## src/logic/ccvc_pkg.sv

```systemverilog
`default_nettype none

package ccvc_pkg;

  // ---------------------------------------------------------------
  // Register map
  // ---------------------------------------------------------------
  localparam logic [7:0] CCVC_ADDR_FAST_CURRENT = 8'h1C;
  localparam logic [7:0] CCVC_ADDR_TEMP_CURRENT = 8'h1D;
  localparam logic [7:0] CCVC_ADDR_VOLT_SUSPEND = 8'h1E;
  localparam logic [7:0] CCVC_ADDR_TEMP_VOLTAGE = 8'h1F;
  localparam logic [7:0] CCVC_RST_FAST_CURRENT = 8'h05;
  localparam logic [7:0] CCVC_RST_TEMP_CURRENT = 8'h04;
  localparam logic [7:0] CCVC_RST_VOLT_SUSPEND = 8'h00;
  localparam logic [7:0] CCVC_RST_TEMP_VOLTAGE = 8'h00;

  // ---------------------------------------------------------------
  // Field positions
  // ---------------------------------------------------------------
  localparam int CCVC_CODE_MSB = 7;
  localparam int CCVC_CODE_LSB = 2;
  localparam int CCVC_THERM_BIT = 1;
  localparam int CCVC_SUSPEND_BIT = 1;
  localparam int CCVC_RSVD_BIT = 0;
  localparam logic [1:0] CCVC_INPUT_DETAIL_OFF = 2'h0;

  // ---------------------------------------------------------------
  // Code tables
  // ---------------------------------------------------------------
  // Current in units of 0.1 mA: 75 per step, saturating at code 0x27.
  localparam logic [11:0] CCVC_CURRENT_STEP = 12'h04B;
  localparam logic [5:0] CCVC_CURRENT_SAT_CODE = 6'h27;
  localparam logic [11:0] CCVC_CURRENT_MAX = 12'hBB8;
  // Voltage in mV: 3600 plus 25 per step, saturating at 4600.
  localparam logic [12:0] CCVC_VOLT_BASE = 13'h0E10;
  localparam logic [12:0] CCVC_VOLT_STEP = 13'h0019;
  localparam logic [5:0] CCVC_VOLT_SAT_CODE = 6'h28;
  localparam logic [12:0] CCVC_VOLT_MAX = 13'h11F8;

  typedef struct packed {
    logic wr;
    logic rd;
    logic [7:0] addr;
    logic [7:0] wdata;
  } ccvc_req_t;

  typedef struct packed {
    logic [11:0] current_0p1ma;
    logic [12:0] voltage_mv;
    logic thermistor_bias;
    logic input_suspend;
  } ccvc_drive_t;

endpackage

`default_nettype wire

```

## src/logic/ccvc_code_map.sv

```systemverilog
`timescale 1ns/1ns
`default_nettype none

// Registered decode of one current or voltage code.
module ccvc_code_map
  import ccvc_pkg::*;
(
  input wire logic core_clk,
  input wire logic rst,
  input wire logic [5:0] code,
  output logic [11:0] current_0p1ma,
  output logic [12:0] voltage_mv
);

  logic [11:0] next_current_0p1ma;
  logic [12:0] next_voltage_mv;
  logic [17:0] cur_prod;
  logic [18:0] volt_prod;

  always_comb
  begin
    cur_prod = 18'({6'h00, code} + 12'h001) * 18'(CCVC_CURRENT_STEP);
    volt_prod = 19'(code) * 19'(CCVC_VOLT_STEP);
    if (code >= CCVC_CURRENT_SAT_CODE)
    begin
      next_current_0p1ma = CCVC_CURRENT_MAX;
    end
    else
    begin
      next_current_0p1ma = cur_prod[11:0];
    end
    if (code >= CCVC_VOLT_SAT_CODE)
    begin
      next_voltage_mv = CCVC_VOLT_MAX;
    end
    else
    begin
      next_voltage_mv = CCVC_VOLT_BASE + volt_prod[12:0];
    end
  end

  always_ff @(posedge core_clk or posedge rst)
  begin
    if (rst)
    begin
      current_0p1ma <= 12'h000;
      voltage_mv <= 13'h0000;
    end
    else
    begin
      current_0p1ma <= next_current_0p1ma;
      voltage_mv <= next_voltage_mv;
    end
  end

endmodule

`default_nettype wire

```

## src/logic/ccvc_regs.sv

```systemverilog
// Notes on behaviour
// - Current code gives 7.5mA times (code+1); 0x27 and above give 300mA.
// - Compensated current 0x1D[7:2] applies only when battery is cool or warm.
// - Thermistor enable 0 keeps bias off and ignores temperature.
// - Thermistor enable 1 turns bias on and uses temperature.
// - Register 0x1E[7:2] is voltage code, 3.6V plus 25mV steps, max 4.6V.
// - Suspend bit 0 leaves charger input free to draw current.
// - Suspend bit 1 suspends charger input, drawing no current.
// - Setting suspend raises input change interrupt and forces detail 0b00.
// - Register 0x1D resets to 0x04 on system reset.
// - 0x1E voltage bits clear on system reset, others on charger POR.
// - Normal current 0x1C[7:2] uses the same current mapping.
// - Compensated voltage 0x1F replaces normal voltage only when cool or warm.
`timescale 1ns/1ns
`default_nettype none

module ccvc_regs
  import ccvc_pkg::*;
(
  input wire logic core_clk,
  input wire logic rst,
  input wire logic system_reset,
  input wire logic charger_power_on_reset,
  input wire ccvc_req_t req,
  input wire logic cool_threshold,
  input wire logic warm_threshold,
  input wire logic [1:0] input_detail_raw,
  output logic [7:0] rdata,
  output logic rvalid,
  output logic input_change_interrupt,
  output logic [1:0] input_detail_status,
  output logic temp_qualified,
  output ccvc_drive_t drive
);

  // -------------------------------------------------------------
  // Register storage
  // -------------------------------------------------------------
  logic [7:0] fast_charge_current_reg;
  logic [7:0] temp_current_reg;
  logic [5:0] fast_charge_voltage;
  logic input_suspend;
  logic rsvd_bit;
  logic [7:0] temp_voltage_reg;
  logic [7:0] next_fast_charge_current_reg;
  logic [7:0] next_temp_current_reg;
  logic [5:0] next_fast_charge_voltage;
  logic next_input_suspend;
  logic next_rsvd_bit;
  logic [7:0] next_temp_voltage_reg;
  logic [7:0] next_rdata;
  logic next_rvalid;
  logic next_input_change_interrupt;
  logic [1:0] next_input_detail_status;
  logic next_temp_qualified;
  logic thermistor_enable;
  logic temp_region;
  logic [5:0] sel_current_code;
  logic [5:0] sel_voltage_code;
  logic [11:0] map_current;
  logic [12:0] map_voltage;
  logic wr_fast;
  logic wr_tcur;
  logic wr_vs;
  logic wr_tvolt;

  assign thermistor_enable = temp_current_reg[CCVC_THERM_BIT];
  assign wr_fast = req.wr && (req.addr == CCVC_ADDR_FAST_CURRENT);
  assign wr_tcur = req.wr && (req.addr == CCVC_ADDR_TEMP_CURRENT);
  assign wr_vs = req.wr && (req.addr == CCVC_ADDR_VOLT_SUSPEND);
  assign wr_tvolt = req.wr && (req.addr == CCVC_ADDR_TEMP_VOLTAGE);

  // -------------------------------------------------------------
  // Write path
  // -------------------------------------------------------------
  always_comb
  begin
    next_fast_charge_current_reg = fast_charge_current_reg;
    next_temp_current_reg = temp_current_reg;
    next_fast_charge_voltage = fast_charge_voltage;
    next_input_suspend = input_suspend;
    next_rsvd_bit = rsvd_bit;
    next_temp_voltage_reg = temp_voltage_reg;
    if (wr_fast)
    begin
      next_fast_charge_current_reg = req.wdata;
    end
    if (wr_tcur)
    begin
      next_temp_current_reg = req.wdata;
    end
    if (wr_vs)
    begin
      next_fast_charge_voltage = req.wdata[CCVC_CODE_MSB:CCVC_CODE_LSB];
      next_input_suspend = req.wdata[CCVC_SUSPEND_BIT];
      next_rsvd_bit = req.wdata[CCVC_RSVD_BIT];
    end
    if (wr_tvolt)
    begin
      next_temp_voltage_reg = req.wdata;
    end
  end

  always_ff @(posedge core_clk or posedge rst)
  begin
    if (rst)
    begin
      fast_charge_current_reg <= CCVC_RST_FAST_CURRENT;
      temp_current_reg <= CCVC_RST_TEMP_CURRENT;
      fast_charge_voltage <= 6'h00;
      temp_voltage_reg <= CCVC_RST_TEMP_VOLTAGE;
    end
    else if (system_reset)
    begin
      fast_charge_current_reg <= CCVC_RST_FAST_CURRENT;
      temp_current_reg <= CCVC_RST_TEMP_CURRENT;
      fast_charge_voltage <= 6'h00;
      temp_voltage_reg <= CCVC_RST_TEMP_VOLTAGE;
    end
    else
    begin
      fast_charge_current_reg <= next_fast_charge_current_reg;
      temp_current_reg <= next_temp_current_reg;
      fast_charge_voltage <= next_fast_charge_voltage;
      temp_voltage_reg <= next_temp_voltage_reg;
    end
  end

  // charger power-on domain
  // A system reset alone leaves the suspend choice in place on purpose.
  always_ff @(posedge core_clk or posedge rst)
  begin
    if (rst)
    begin
      input_suspend <= 1'b0;
      rsvd_bit <= 1'b0;
    end
    else if (charger_power_on_reset)
    begin
      input_suspend <= 1'b0;
      rsvd_bit <= 1'b0;
    end
    else
    begin
      input_suspend <= next_input_suspend;
      rsvd_bit <= next_rsvd_bit;
    end
  end

  // -------------------------------------------------------------
  // Read path and status
  // -------------------------------------------------------------
  always_comb
  begin
    next_rvalid = req.rd;
    next_rdata = rdata;
    if (req.rd)
    begin
      unique case (req.addr)
        CCVC_ADDR_FAST_CURRENT: next_rdata = fast_charge_current_reg;
        CCVC_ADDR_TEMP_CURRENT: next_rdata = temp_current_reg;
        // bit 0 reads back stored value
        CCVC_ADDR_VOLT_SUSPEND:
          next_rdata = {fast_charge_voltage, input_suspend, rsvd_bit};
        CCVC_ADDR_TEMP_VOLTAGE: next_rdata = temp_voltage_reg;
        default: next_rdata = 8'h00;
      endcase
    end
    next_input_change_interrupt = next_input_suspend && !input_suspend
      && !charger_power_on_reset;
    if (input_suspend)
    begin
      next_input_detail_status = CCVC_INPUT_DETAIL_OFF;
    end
    else
    begin
      next_input_detail_status = input_detail_raw;
    end
    next_temp_qualified = thermistor_enable
      && (cool_threshold || warm_threshold);
  end

  always_ff @(posedge core_clk or posedge rst)
  begin
    if (rst)
    begin
      rdata <= 8'h00;
      rvalid <= 1'b0;
      input_change_interrupt <= 1'b0;
      input_detail_status <= CCVC_INPUT_DETAIL_OFF;
      temp_qualified <= 1'b0;
    end
    else
    begin
      rdata <= next_rdata;
      rvalid <= next_rvalid;
      input_change_interrupt <= next_input_change_interrupt;
      input_detail_status <= next_input_detail_status;
      temp_qualified <= next_temp_qualified;
    end
  end

  // -------------------------------------------------------------
  // Charger drive
  // -------------------------------------------------------------
  assign temp_region = temp_qualified;

  always_comb
  begin
    // compensated current when cool or warm
    if (temp_region)
    begin
      sel_current_code = temp_current_reg[CCVC_CODE_MSB:CCVC_CODE_LSB];
    end
    else
    begin
      sel_current_code =
        fast_charge_current_reg[CCVC_CODE_MSB:CCVC_CODE_LSB];
    end
    // compensated voltage when cool or warm
    if (temp_region)
    begin
      sel_voltage_code = temp_voltage_reg[CCVC_CODE_MSB:CCVC_CODE_LSB];
    end
    else
    begin
      sel_voltage_code = fast_charge_voltage;
    end
  end

  ccvc_code_map u_current_map (
    .core_clk(core_clk),
    .rst(rst),
    .code(sel_current_code),
    .current_0p1ma(map_current),
    .voltage_mv()
  );

  ccvc_code_map u_voltage_map (
    .core_clk(core_clk),
    .rst(rst),
    .code(sel_voltage_code),
    .current_0p1ma(),
    .voltage_mv(map_voltage)
  );

  // input suspended when set
  // Current and voltage are registered in the map instances and again here; bias and suspend only here.
  always_ff @(posedge core_clk or posedge rst)
  begin
    if (rst)
    begin
      drive <= '0;
    end
    else
    begin
      drive.current_0p1ma <= map_current;
      drive.voltage_mv <= map_voltage;
      drive.thermistor_bias <= thermistor_enable;
      drive.input_suspend <= input_suspend;
    end
  end

endmodule

`default_nettype wire

```

## config.mk

```make
export PLATFORM = sky130hd
export DESIGN_NAME = ccvc_regs
export DESIGN_NICKNAME = d
export VERILOG_FILES = /design/src/logic/ccvc_pkg.sv /design/src/logic/ccvc_code_map.sv /design/src/logic/ccvc_regs.sv
export SDC_FILE = /design/constraint.sdc
export NUM_CORES = 1
export LEC_CHECK = 0
export BUFFER_PORTS_ARGS = -buffer_cell sky130_fd_sc_hd__buf_2
export CAP_MARGIN = 20
export CORE_MARGIN = 2
export CORE_UTILIZATION = 28
export DETAILED_ROUTE_END_ITERATION = 10
export PLACE_DENSITY = 0.54
export SETUP_SLACK_MARGIN = 0.4
export SLEW_MARGIN = 20
export SYNTH_ARGS = -nofsm -noshare
export SYNTH_HDL_FRONTEND = slang
export SYNTH_HIERARCHICAL = 1
export SYNTH_SLANG_ARGS = --single-unit
export TNS_END_PERCENT = 5
```

## constraint.sdc

```tcl
create_clock -name core_clk -period 5.3 [get_ports core_clk]
set_input_delay 0.795 -clock core_clk [delete_from_list [all_inputs] [get_ports core_clk]]
set_output_delay 0.795 -clock core_clk [all_outputs]
set_load 0.005 [all_outputs]
```

==> reports/metrics.cfg <==
[outcome]
status=complete, no violations

[clocking]
clockRootBuffer=clkbuf_16
cts_tree=done
cts_buffer_depth=2
cts_setup_buffers=0
cts.clk_slew.worst_paths_ns=0.08
cts_sinks=97
cts_hold_buf=0
clk_latency_ns=0.35
cts_buffers=9
post_cts_resized=0
htreeDepth=3

[floorplanning]
start_util=0.287
core_um2=18800
io_pins=66
die_h_um=143
die_w_um=143
fp.dieArea_um2=20400
core.rowCount=50

[finish]
final_cell_mix=dfrtp_1, ha_1, buf_2, inv_1, nand2b_1
syn_to_final_growth_pct=16.2
diodes=0
drive_gt1_frac=0.226
top_register=drive
reg_top3=drive: 27 flops, u_voltage_map/voltage_mv: 13 flops, u_current_map/current_0p1ma: 12 flops
final_util=0.333
nets=617
layout_commonest_cell=dfrtp_1
final_cell_area_um2=6270
largest_register_ffs=27

[placed_design]
dp_hpwl_um=8430
pre_cts_slack_ns=0.681
place_area_um2=5970
gp_congestion=0.759
portBuffers=65

[setup_path]
cp.arrival_ns=4.81
cp_max_fo=13
end_kind=register
critPathKind=reg -> reg
r2r-start=temp_qualified
cp-startpoint=temp_qualified
startpoint_type=register
cp.required_ns=5.53

[grt]
grtUsageMet1=0.146
grt_max_degree=42
antenna_found_initial=0
gr-usage-met3=0.0184
gr-total-overflow=0
grt_busiest_layer=met2
gr-usage-all-layers=0.118
grt_pass1_vias=3660
met2_usage=0.206
grt_pass1_wl_um=18800

[detailed_routing]
first_iter_violations=123
wl_um=11100
dr.pass1.iters=6
wl_per_cell_um=14.2
ant_nets=0
post_drt_via_cell_ratio=4.35
drc_errors=0
vias=3405

[power_and_ir_drop]
p_leak_nw=3.32
vdd_ir_drop_max_mv=0.0995
power_density_nw_per_um2=230

[sta]
worst_slew_pin_slew_ns=0.853
setup_tns_ns=0
setup_ws_ns=0.724
slew_viol_final=0
fmaxAchievable_ghz=0.219
slew_headroom=0.427
setup_viol=0
final_hold_viol_count=0
fin_crit_ns=4.58
post-route-period-util=0.863
rsz0062_at_grt=no
skew_ns=0.00884

[min_path]
min_from=u_voltage_map/voltage_mv[8]
hp-class=reg -> reg

[logic_synthesis]
synth_area_um2=5400
avgSynthCellArea_um2=11.9
yosys_warnings=6
synth_nets=554
syn_inst=455

[flow_run]
cap_violations=0

## report_power, final
group          internal (mW)  leakage (nW)  total, mW  switching (mW)
registers              0.742          1.25      0.743        0.000811
clock network          0.332         0.146      0.642           0.309
logic                 0.0206          1.92     0.0579          0.0373
## layout make-up
cell class                      instances  area (um2)
Fill cell                            1878       12600
Multi-Input combinational cell        298        2710
Sequential cell                        97        2430
Timing Repair Buffer                   66         333
Tap cell                              260         325
Clock buffer                            9         225
Inverter                               46         173
Clock inverter                          7        73.8
## stage by stage
| stage | hold slack, ns | total power [mW] | cells |
|---|---|---|---|
| finish | 0.350 | 1.44 | 783 |
| global route | 0.358 | 1.51 | 783 |
| CTS | 0.353 | 1.47 | 783 |
| detailed placement | 0.335 | 0.818 | 767 |
| global placement | 0.333 | 0.816 | 767 |
| floorplan | 0.331 | 0.793 | 455 |
## path summary, 6_finish.rpt
kind,endpoint,cells past startpoint,slack [ns]
max,u_current_map/current_0p1ma[10],14,0.72
min,drive[10],0,0.35
max reg2reg,u_current_map/current_0p1ma[10],14,0.72
min reg2reg,drive[10],0,0.35
max in group asynchronous,drive[7],3,3.71
min in group asynchronous,u_current_map/current_0p1ma[8],2,0.50
## per-layer routing
| metal | vias to the layer above | wire [um] |
|---|---|---|
| met5 | - | 0 |
| met3 | 10 | 355 |
| met4 | 0 | 212 |
| met2 | 45 | 5650 |
| li1 | 1658 | - |
| met1 | 1692 | 4930 |
## worst max-delay path, cell delays in order (launching register included)
cell and delay (ns):
dfrtp_1 0.71, mux2_2 0.48, ha_1 0.27, nand2_1 0.10, xnor2_1 0.24, ha_1 0.31, ha_1 0.32, fa_1 0.48
ha_1 0.31, ha_1 0.36, a21o_1 0.18, a21o_1 0.18, a221oi_2 0.28, xor2_1 0.19, nor2_1 0.05
Power figures use the tool's default switching activity.
